$ cat src/rtl/aux_timer_pkg.sv
// Constants, register map and field layout of the auxiliary timer reload and capture block
package aux_timer_pkg;
	// ------------------------------------------------------------
	// Register byte offsets
	// ------------------------------------------------------------
	localparam logic [7:0] OFF_CORE_CTRL = 8'h00;
	localparam logic [7:0] OFF_A_CTRL = 8'h04;
	localparam logic [7:0] OFF_B_CTRL = 8'h08;
	localparam logic [7:0] OFF_CORE_VAL = 8'h0C;
	localparam logic [7:0] OFF_A_VAL = 8'h10;
	localparam logic [7:0] OFF_B_VAL = 8'h14;
	localparam logic [7:0] OFF_CORE_IRQ = 8'h18;
	localparam logic [7:0] OFF_A_IRQ = 8'h1C;
	localparam logic [7:0] OFF_B_IRQ = 8'h20;

	// ------------------------------------------------------------
	// Control register fields
	// ------------------------------------------------------------
	localparam int POS_ISEL = 0;
	localparam int POS_MODE = 3;
	localparam int POS_RUN = 6;
	localparam int POS_UD = 7;
	localparam int POS_UDE = 8;
	localparam int POS_OE = 9;
	localparam int POS_OTL = 10;
	localparam logic [15:0] MASK_AUX_CTRL = 16'h01FF;
	localparam logic [15:0] MASK_CORE_CTRL = 16'h07FF;
	localparam int POS_IRQ_EN = 6;
	localparam int POS_IRQ_FLAG = 7;

	// ------------------------------------------------------------
	// Reset values and encodings
	// ------------------------------------------------------------
	localparam logic [15:0] RST_CTRL = 16'h0000;
	localparam logic [15:0] RST_VAL = 16'h0000;
	localparam logic [15:0] VAL_ALL_ONES = 16'hFFFF;
	localparam logic [2:0] MODE_TIMER = 3'h0;
	localparam logic [2:0] MODE_COUNTER = 3'h1;
	localparam logic [2:0] MODE_GATE_LOW = 3'h2;
	localparam logic [2:0] MODE_GATE_HIGH = 3'h3;
	localparam logic [2:0] MODE_RELOAD = 3'h4;
	localparam logic [2:0] MODE_CAPTURE = 3'h5;
	localparam logic [1:0] RESP_OKAY = 2'h0;
	localparam logic [1:0] RESP_SLVERR = 2'h2;
	localparam logic [9:0] PRE_BASE = 10'h004;
	localparam int PRE_W = 10;
	localparam int SYNC_STAGES = 2;
endpackage

$ cat src/rtl/pin_edge_sync.sv
// Two-stage synchroniser and edge finder for the external trigger pins
`timescale 1ns/10ps
module pin_edge_sync #(
	parameter int W = 3
) (
	input wire logic clk_in,
	input wire logic rst_n_in,
	input wire logic [W-1:0] pins_in,
	output logic [W-1:0] level_out,
	output logic [W-1:0] rise_out,
	output logic [W-1:0] fall_out
);
	typedef struct packed {
		logic [W-1:0] meta;
		logic [W-1:0] sync;
		logic [W-1:0] prev;
	} sync_t;

	sync_t s;
	sync_t next_s;

	// Meta stage feeds only the sync stage; edges compare sync against prev
	always_comb begin
		next_s = s;
		next_s.meta = pins_in;
		next_s.sync = s.meta;
		next_s.prev = s.sync;
	end

	always_ff @(posedge clk_in) begin
		if (!rst_n_in) begin
			s <= '0;
		end else begin
			s <= next_s;
		end
	end

	// Edge pulses last one cycle each
	assign level_out = s.sync;
	assign rise_out = s.sync & ~s.prev;
	assign fall_out = ~s.sync & s.prev;
endmodule

$ cat src/rtl/aux_timer_reload_capture.sv
// Timer block with core timer, two auxiliary timers, reload, capture and request flags
`timescale 1ns/10ps
module aux_timer_reload_capture #(
	parameter int ADDR_W = 8
) (
	input wire logic CLK_SYS_IN,
	input wire logic RST_N_IN,
	input wire logic [ADDR_W-1:0] AWADDR_IN,
	input wire logic AWVALID_IN,
	output logic AWREADY_OUT,
	input wire logic [31:0] WDATA_IN,
	input wire logic [3:0] WSTRB_IN,
	input wire logic WVALID_IN,
	output logic WREADY_OUT,
	output logic [1:0] BRESP_OUT,
	output logic BVALID_OUT,
	input wire logic BREADY_IN,
	input wire logic [ADDR_W-1:0] ARADDR_IN,
	input wire logic ARVALID_IN,
	output logic ARREADY_OUT,
	output logic [31:0] RDATA_OUT,
	output logic [1:0] RRESP_OUT,
	output logic RVALID_OUT,
	input wire logic RREADY_IN,
	input wire logic CORE_TRIGGER_PIN_IN,
	input wire logic AUX_A_TRIGGER_PIN_IN,
	input wire logic AUX_B_TRIGGER_PIN_IN,
	output logic CORE_TOGGLE_OUTPUT_PIN_OUT,
	output logic CORE_VECTOR_OUT,
	output logic AUX_A_VECTOR_OUT,
	output logic AUX_B_VECTOR_OUT
);
	import aux_timer_pkg::*;

	// ------------------------------------------------------------
	// State
	// ------------------------------------------------------------
	typedef struct packed {
		logic awready;
		logic wready;
		logic aw_held;
		logic w_held;
		logic [ADDR_W-1:0] awaddr;
		logic [31:0] wdata;
		logic [3:0] wstrb;
		logic bvalid;
		logic [1:0] bresp;
		logic arready;
		logic rvalid;
		logic [1:0] rresp;
		logic [31:0] rdata;
		logic [15:0] core_ctrl;
		logic [15:0] a_ctrl;
		logic [15:0] b_ctrl;
		logic [15:0] core_val;
		logic [15:0] a_val;
		logic [15:0] b_val;
		logic [2:0] irq_flag;
		logic [2:0] irq_en;
		logic [2:0] vec;
		logic toggle_pin;
		logic [PRE_W-1:0] pre;
	} state_t;

	state_t s;
	state_t next_s;

	logic [2:0] pin_level;
	logic [2:0] pin_rise;
	logic [2:0] pin_fall;

	// ------------------------------------------------------------
	// Helper functions
	// ------------------------------------------------------------
	// Edge match for a select code; top bit picks latch over pin
	function automatic logic trig_match(input logic [2:0] sel, input logic p_r, input logic p_f,
		input logic l_r, input logic l_f);
		logic r;
		logic f;
		r = sel[2] ? l_r : p_r;
		f = sel[2] ? l_f : p_f;
		trig_match = (sel[0] & r) | (sel[1] & f);
	endfunction

	// Prescaler tick every 4 * 2^sel cycles
	function automatic logic pre_tick(input logic [PRE_W-1:0] cnt, input logic [2:0] sel);
		logic [PRE_W-1:0] mask;
		mask = (PRE_BASE << sel) - PRE_BASE[PRE_W-1:0] / PRE_BASE;
		pre_tick = ((cnt & mask) == mask);
	endfunction

	// Wrap detection for one count step
	function automatic logic wraps(input logic [15:0] v, input logic down);
		wraps = down ? (v == RST_VAL) : (v == VAL_ALL_ONES);
	endfunction

	function automatic logic [15:0] step(input logic [15:0] v, input logic down);
		step = down ? 16'(v - 16'h0001) : 16'(v + 16'h0001);
	endfunction

	// Count enable of a timer in timer, counter or gated mode
	function automatic logic count_en(input logic [15:0] ctrl, input logic [PRE_W-1:0] cnt,
		input logic lvl, input logic p_r, input logic p_f, input logic l_r, input logic l_f);
		logic [2:0] m;
		logic [2:0] sel;
		m = ctrl[POS_MODE+:3];
		sel = ctrl[POS_ISEL+:3];
		case (m)
			MODE_TIMER: count_en = ctrl[POS_RUN] & pre_tick(cnt, sel);
			MODE_COUNTER: count_en = ctrl[POS_RUN] & trig_match(sel, p_r, p_f, l_r, l_f);
			MODE_GATE_LOW: count_en = ctrl[POS_RUN] & ~lvl & pre_tick(cnt, sel);
			MODE_GATE_HIGH: count_en = ctrl[POS_RUN] & lvl & pre_tick(cnt, sel);
			default: count_en = 1'b0;
		endcase
	endfunction

	// Byte-lane merge of the low half word
	function automatic logic [15:0] merge(input logic [15:0] old, input logic [31:0] d, input logic [3:0] st);
		merge = {st[1] ? d[15:8] : old[15:8], st[0] ? d[7:0] : old[7:0]};
	endfunction

	// ------------------------------------------------------------
	// Trigger pin synchronisers
	// ------------------------------------------------------------
	pin_edge_sync #(
		.W(3)
	) u_pins (
		.clk_in(CLK_SYS_IN),
		.rst_n_in(RST_N_IN),
		.pins_in({AUX_B_TRIGGER_PIN_IN, AUX_A_TRIGGER_PIN_IN, CORE_TRIGGER_PIN_IN}),
		.level_out(pin_level),
		.rise_out(pin_rise),
		.fall_out(pin_fall)
	);

	// ------------------------------------------------------------
	// Next-state logic
	// ------------------------------------------------------------
	always_comb begin
		logic core_en;
		logic core_ovf;
		logic tl_r;
		logic tl_f;
		logic a_en;
		logic b_en;
		logic rld_a;
		logic rld_b;
		logic cap_a;
		logic cap_b;
		logic do_write;
		logic [2:0] hw_set;
		logic [2:0] a_sel;
		logic [2:0] b_sel;
		logic [2:0] a_cap_sel;
		logic [2:0] b_cap_sel;
		logic [15:0] w16;
		next_s = s;
		hw_set = 3'h0;
		a_sel = s.a_ctrl[POS_ISEL+:3];
		b_sel = s.b_ctrl[POS_ISEL+:3];
		a_cap_sel = {1'b0, a_sel[1:0]};
		b_cap_sel = {1'b0, b_sel[1:0]};
		w16 = 16'h0000;
		next_s.pre = PRE_W'(s.pre + 1'b1);

		// Core timer count and wrap
		core_en = count_en(s.core_ctrl, s.pre, pin_level[0], pin_rise[0], pin_fall[0], 1'b0, 1'b0);
		core_ovf = core_en & wraps(s.core_val, s.core_ctrl[POS_UD]);
		// Latch transitions derived only from wraps
		tl_r = core_ovf & ~s.core_ctrl[POS_OTL];
		tl_f = core_ovf & s.core_ctrl[POS_OTL];
		if (core_ovf) begin
			next_s.core_ctrl[POS_OTL] = ~s.core_ctrl[POS_OTL];
			hw_set[0] = 1'b1;
		end
		if (core_en) begin
			next_s.core_val = step(s.core_val, s.core_ctrl[POS_UD]);
		end

		// Reload triggers
		rld_a = (s.a_ctrl[POS_MODE+:3] == MODE_RELOAD)
			& trig_match(a_sel, pin_rise[1], pin_fall[1], tl_r, tl_f);
		rld_b = (s.b_ctrl[POS_MODE+:3] == MODE_RELOAD)
			& trig_match(b_sel, pin_rise[2], pin_fall[2], tl_r, tl_f);
		// Later assignment wins, so timer b overrides timer a on a shared event
		if (rld_a) begin
			next_s.core_val = s.a_val;
			hw_set[1] = 1'b1;
		end
		if (rld_b) begin
			next_s.core_val = s.b_val;
			hw_set[2] = 1'b1;
		end

		// Capture events
		cap_a = (s.a_ctrl[POS_MODE+:3] == MODE_CAPTURE)
			& trig_match(a_cap_sel, pin_rise[1], pin_fall[1], 1'b0, 1'b0);
		cap_b = (s.b_ctrl[POS_MODE+:3] == MODE_CAPTURE)
			& trig_match(b_cap_sel, pin_rise[2], pin_fall[2], 1'b0, 1'b0);
		if (cap_a) begin
			next_s.a_val = s.core_val;
			hw_set[1] = 1'b1;
		end
		if (cap_b) begin
			next_s.b_val = s.core_val;
			hw_set[2] = 1'b1;
		end

		// Auxiliary timers count only in counting modes
		a_en = count_en(s.a_ctrl, s.pre, pin_level[1], pin_rise[1], pin_fall[1], tl_r, tl_f);
		b_en = count_en(s.b_ctrl, s.pre, pin_level[2], pin_rise[2], pin_fall[2], tl_r, tl_f);
		if (a_en) begin
			next_s.a_val = step(s.a_val, s.a_ctrl[POS_UD]);
			hw_set[1] = hw_set[1] | wraps(s.a_val, s.a_ctrl[POS_UD]);
		end
		if (b_en) begin
			next_s.b_val = step(s.b_val, s.b_ctrl[POS_UD]);
			hw_set[2] = hw_set[2] | wraps(s.b_val, s.b_ctrl[POS_UD]);
		end

		// Write address and data channels, taken in either order
		if (s.awready && AWVALID_IN) begin
			next_s.awready = 1'b0;
			next_s.aw_held = 1'b1;
			next_s.awaddr = AWADDR_IN;
		end
		if (s.wready && WVALID_IN) begin
			next_s.wready = 1'b0;
			next_s.w_held = 1'b1;
			next_s.wdata = WDATA_IN;
			next_s.wstrb = WSTRB_IN;
		end
		do_write = s.aw_held & s.w_held & ~s.bvalid;
		if (do_write) begin
			next_s.aw_held = 1'b0;
			next_s.w_held = 1'b0;
			next_s.bvalid = 1'b1;
			next_s.bresp = RESP_OKAY;
			case (s.awaddr)
				OFF_CORE_CTRL: begin
					// Latch write lands directly, with no trigger side effect
					w16 = merge(s.core_ctrl, s.wdata, s.wstrb) & MASK_CORE_CTRL;
					next_s.core_ctrl = w16;
				end
				OFF_A_CTRL: next_s.a_ctrl = merge(s.a_ctrl, s.wdata, s.wstrb) & MASK_AUX_CTRL;
				OFF_B_CTRL: next_s.b_ctrl = merge(s.b_ctrl, s.wdata, s.wstrb) & MASK_AUX_CTRL;
				OFF_CORE_VAL: next_s.core_val = merge(s.core_val, s.wdata, s.wstrb);
				OFF_A_VAL: next_s.a_val = merge(s.a_val, s.wdata, s.wstrb);
				OFF_B_VAL: next_s.b_val = merge(s.b_val, s.wdata, s.wstrb);
				OFF_CORE_IRQ: begin
					if (s.wstrb[0]) begin
						next_s.irq_flag[0] = s.wdata[POS_IRQ_FLAG];
						next_s.irq_en[0] = s.wdata[POS_IRQ_EN];
					end
				end
				OFF_A_IRQ: begin
					if (s.wstrb[0]) begin
						next_s.irq_flag[1] = s.wdata[POS_IRQ_FLAG];
						next_s.irq_en[1] = s.wdata[POS_IRQ_EN];
					end
				end
				OFF_B_IRQ: begin
					if (s.wstrb[0]) begin
						next_s.irq_flag[2] = s.wdata[POS_IRQ_FLAG];
						next_s.irq_en[2] = s.wdata[POS_IRQ_EN];
					end
				end
				default: next_s.bresp = RESP_SLVERR;
			endcase
		end
		if (s.bvalid && BREADY_IN) begin
			next_s.bvalid = 1'b0;
			next_s.awready = 1'b1;
			next_s.wready = 1'b1;
		end

		// Hardware set beats a software clear in the same cycle
		next_s.irq_flag = next_s.irq_flag | hw_set;
		next_s.vec = next_s.irq_flag & next_s.irq_en;
		next_s.toggle_pin = next_s.core_ctrl[POS_OTL] & next_s.core_ctrl[POS_OE];

		// Read channel, one outstanding read
		if (s.arready && ARVALID_IN) begin
			next_s.arready = 1'b0;
			next_s.rvalid = 1'b1;
			next_s.rresp = RESP_OKAY;
			next_s.rdata = 32'h00000000;
			case (ARADDR_IN)
				OFF_CORE_CTRL: next_s.rdata = {16'h0000, s.core_ctrl};
				OFF_A_CTRL: next_s.rdata = {16'h0000, s.a_ctrl};
				OFF_B_CTRL: next_s.rdata = {16'h0000, s.b_ctrl};
				OFF_CORE_VAL: next_s.rdata = {16'h0000, s.core_val};
				OFF_A_VAL: next_s.rdata = {16'h0000, s.a_val};
				OFF_B_VAL: next_s.rdata = {16'h0000, s.b_val};
				OFF_CORE_IRQ: next_s.rdata = {24'h000000, s.irq_flag[0], s.irq_en[0], 6'h00};
				OFF_A_IRQ: next_s.rdata = {24'h000000, s.irq_flag[1], s.irq_en[1], 6'h00};
				OFF_B_IRQ: next_s.rdata = {24'h000000, s.irq_flag[2], s.irq_en[2], 6'h00};
				default: next_s.rresp = RESP_SLVERR;
			endcase
		end
		if (s.rvalid && RREADY_IN) begin
			next_s.rvalid = 1'b0;
			next_s.arready = 1'b1;
		end
	end

	// ------------------------------------------------------------
	// State register
	// ------------------------------------------------------------
	always_ff @(posedge CLK_SYS_IN) begin
		if (!RST_N_IN) begin
			s <= '0;
			s.awready <= 1'b1;
			s.wready <= 1'b1;
			s.arready <= 1'b1;
			s.core_ctrl <= RST_CTRL;
			s.a_ctrl <= RST_CTRL;
			s.b_ctrl <= RST_CTRL;
			s.core_val <= RST_VAL;
			s.a_val <= RST_VAL;
			s.b_val <= RST_VAL;
		end else begin
			s <= next_s;
		end
	end

	// ------------------------------------------------------------
	// Outputs, all from the state register
	// ------------------------------------------------------------
	assign AWREADY_OUT = s.awready;
	assign WREADY_OUT = s.wready;
	assign BVALID_OUT = s.bvalid;
	assign BRESP_OUT = s.bresp;
	assign ARREADY_OUT = s.arready;
	assign RVALID_OUT = s.rvalid;
	assign RRESP_OUT = s.rresp;
	assign RDATA_OUT = s.rdata;
	assign CORE_TOGGLE_OUTPUT_PIN_OUT = s.toggle_pin;
	assign CORE_VECTOR_OUT = s.vec[0];
	assign AUX_A_VECTOR_OUT = s.vec[1];
	assign AUX_B_VECTOR_OUT = s.vec[2];
endmodule

$ cat config.mk
export PLATFORM = sky130hd
export DESIGN_NAME = aux_timer_reload_capture
export DESIGN_NICKNAME = d
export VERILOG_FILES = /design/src/rtl/aux_timer_pkg.sv /design/src/rtl/pin_edge_sync.sv /design/src/rtl/aux_timer_reload_capture.sv
export SDC_FILE = /design/constraint.sdc
export NUM_CORES = 1
export LEC_CHECK = 0
export ABC_AREA = 1
export BUFFER_PORTS_ARGS = -buffer_cell sky130_fd_sc_hd__buf_2
export CAP_MARGIN = 20
export CORE_UTILIZATION = 40
export CTS_BUF_LIST = sky130_fd_sc_hd__clkbuf_8
export DETAILED_ROUTE_END_ITERATION = 6
export HOLD_SLACK_MARGIN = 0.02
export MAX_ROUTING_LAYER = met4
export SYNTH_ARGS = -nofsm -noshare
export SYNTH_HDL_FRONTEND = slang
export SYNTH_SLANG_ARGS = --single-unit
$ cat constraint.sdc
create_clock -name CLK_SYS_IN -period 3.8 [get_ports CLK_SYS_IN]
set_input_delay 0.38 -clock CLK_SYS_IN [delete_from_list [all_inputs] [get_ports CLK_SYS_IN]]
set_output_delay 0.38 -clock CLK_SYS_IN [all_outputs]
set_load 0.005 [all_outputs]
==> results.ini <==
[clocking]
cts_buffer_depth=2
numCtsBuffers=17
path_clk_slew_ns=0.10
ctsRootBufferMaster=clkbuf_8
clk_latency_ns=0.50
htree_levels=4
cts_tree=done
clock_sinks=156

[worst_setup_path]
crit_type=reg -> reg
arrival_ns=3.86
path_depth=23
crit_required_ns=4.21
critPathLaunchType=flip-flop
cp_max_fo=26
critPathBufInv=4
crit_path_frequent_cell=nor2_1
crit_end=s[19]
r2r_start=s[100]
worstSetupStartpoint=s[100]
path_delay_family=simple AND/OR/NAND/NOR gates
r2r_slack_ns=0.35
r2r_end=s[19]
max_stage_delay_ns=0.37
r2r_cells=23
cp-end-kind=flip-flop
crit_chain=nor2_2 -> nand2_1 -> ha_1 -> inv_1 -> a21oi_1 -> nand3_1 -> nor2_1 -> nand4_1 -> nand2_2 -> nand2_4 -> a21oi_4 -> ha_2 -> nor2_1 -> nor2_1 -> nand2_1 -> o211ai_1 -> nand2_1 -> buf_4 -> inv_1 -> nor2_1 -> o2111ai_1 -> inv_1 -> nor2_1
worst_path_max_delay_cell=dfxtp_1

[synth]
synth_flop_cell=dfxtp_1
yosysMostFrequentCell=nand2_1
yosys-top-cells-area=dfxtp_1, nand2_1, inv_1
synth_cell_types=57
synth_seq_cells=156
netlist_area_sq_um=11300
synth_commonest_cells=nand2_1, inv_1, a21oi_1, dfxtp_1, o21ai_0
synth_edf_count=0
synth_top_cell_by_area=dfxtp_1
synth-seq-area-share_pct=27.5
yosysTopAreaCellShare_pct=27.5
async_flop_share_pct=0
syn_inst=1791
ys_warn_count=0
syn_area_per_cell_sq_um=6.33

[die]
start_util_pct=40.7
die_w_um=170
rows=61
die_h_um=170
io_pins=107
core_region_area_sq_um=27900
die_area_sq_um=29000

[final_layout]
n_fill_cell=3017
seqCellArea_sq_um=3120
multi_input_area_sq_um=6850
nets=1940
area_growth_pct=7.96
fin_util_pct=43.9
drive_above_1_share_pct=8.91

[power_and_ir_drop]
p_per_area_nw_per_um2=259
leakage_nw=5.33
ir_drop_uv=255
finalPower_w=0.00317

[global_routing]
grt_max_degree=85
met2_usage_pct=44.2
grt_pass1_wl_um=64400
use_met1_pct=40.1
grt_antenna_before_repair=1
grt_pass1_vias=11115
grt-ovfl-total=0
top_usage_layer=met2
grt_use_met3_pct=4.77
globalRouteTotalUtil_pct=30.3

[placement]
gp_congestion=1.03
io_buffers=70
place_ws_ns=0.242
dp_hpwl_um=32000

[sta]
layout_min_cycle_time_ns=3.45
relSlewSlack_pct=44.5
fin_skew_ns=0.0259
setup_viol=0
tns_ns=0
finalWorstSetupSlack_ns=0.349
rsz0062_at_grt=false
slew_violations=0
fmax_mhz=290
min_period_over_period_pct=90.8
worst_pin_slew_ns=0.832
timing.hold.ws_ns=0.0688
finalHoldViolCount=0

[routing]
drc=0
drt-vias-per-instance=5.54
dr.pass1.iters=6
routed_wl_um=41800
post_drt_wl_per_cell_um=18.8
ant_nets=0
first_iter_violations=1248
vias=12305

[min_path]
min_from=CORE_TRIGGER_PIN_IN
hold_class=in -> reg

[run_status]
status=complete, no violations

[flow_run]
cap_viol_max_count=0

[what timing repair did]
action | 4_1_cts | 5_1_grt
hold endpoints to repair | 0 | 0
hold buffers | 0 | 0
gates resized for setup | 0 | 5
buffers inserted | 0 | 0
setup endpoints to repair | 0 | 26
[flip-flops by register name (all words and copies together) (netlist names), 3 cells and up]
register / count
s: 120
RDATA_OUT: 16
u_pins.level_out: 3
u_pins.next_s: 3
u_pins.s: 3
[worst min-delay path, delay by kind of cell]
kind / cells / cell delay [ns]
and+or+nand+nor: 1 / 0.04
buffers and inverters: 2 / 0.11
[power by group]
group          switching (W)  internal (W)  total [W]
clock               0.000717      0.000461    0.00118
sequential         0.0000439       0.00167    0.00172
combinational       0.000194     0.0000767   0.000270
total               0.000955       0.00221    0.00317
[final cells by class]
type                    instances  area share [%]
diodes                          1          0.0204
clock buffers                  17            1.91
clock inverters                15           0.951
inverters                     238            7.30
multi-input cells            1319            55.9
flip-flops and latches        156            25.5
well taps                     378            3.86
repair buffers                 96            4.49
[worst min-delay path by stage]
stage / end / cells past startpoint
after floorplan: u_pins.level_out[0] / 2
after global placement: u_pins.level_out[2] / 2
after detailed placement: u_pins.level_out[2] / 2
after CTS: u_pins.next_s[4] / 3
after global routing: u_pins.next_s[5] / 3
final: u_pins.next_s[3] / 3
[stage by stage]
step,cells,cell area [sq um]
4_1_cts,2219,12200
5_1_grt,2220,12200
3_3_place_gp,2187,11900
2_1_floorplan,1808,11400
6_report,2220,12200
3_5_place_dp,2187,11900
[per-layer routing]
metal | part of all wire [%] | wire [um] | up-vias
met2 | 42 | 17700 | 559
li1 | - | - | 6040
met3 | 8.2 | 3430 | 114
met5 | 0 | 0 | -
met1 | 44 | 18600 | 5592
met4 | 5.0 | 2110 | 0
[cells by family after synthesis]
family | synth area share (%)
flops | 27.5
buf+inv | 12.8
compound gates | 22.0
simple gates | 29.7
mux | 0.0883
xor+xnor | 2.16
other cells | 0.0331
fa+ha+maj | 5.72
[cells in the final DEF, fill, tap and decap left out, types with 4 or more instances in the layout]
master and instances:
o21ai_0 151, buf_4 25, buf_2 70, nand2_2 6, nor2_1 135, o2111ai_1 4
inv_2 11, ha_1 46, xor2_1 18, conb_1 18, nor3_1 24, nand3b_1 5
o31ai_1 9, nand2_1 415, clkbuf_8 17, xnor2_1 10, o21bai_1 7, nor3_2 4
o211ai_1 31, clkinv_4 4, a211oi_1 5, dfxtp_1 155, nand4_1 33, nand3_1 128
o21ai_1 11, inv_1 226, a21oi_1 156, a31oi_1 7, nor4_1 16, o22ai_1 34
No activity file was read; power rests on OpenSTA's default activity.
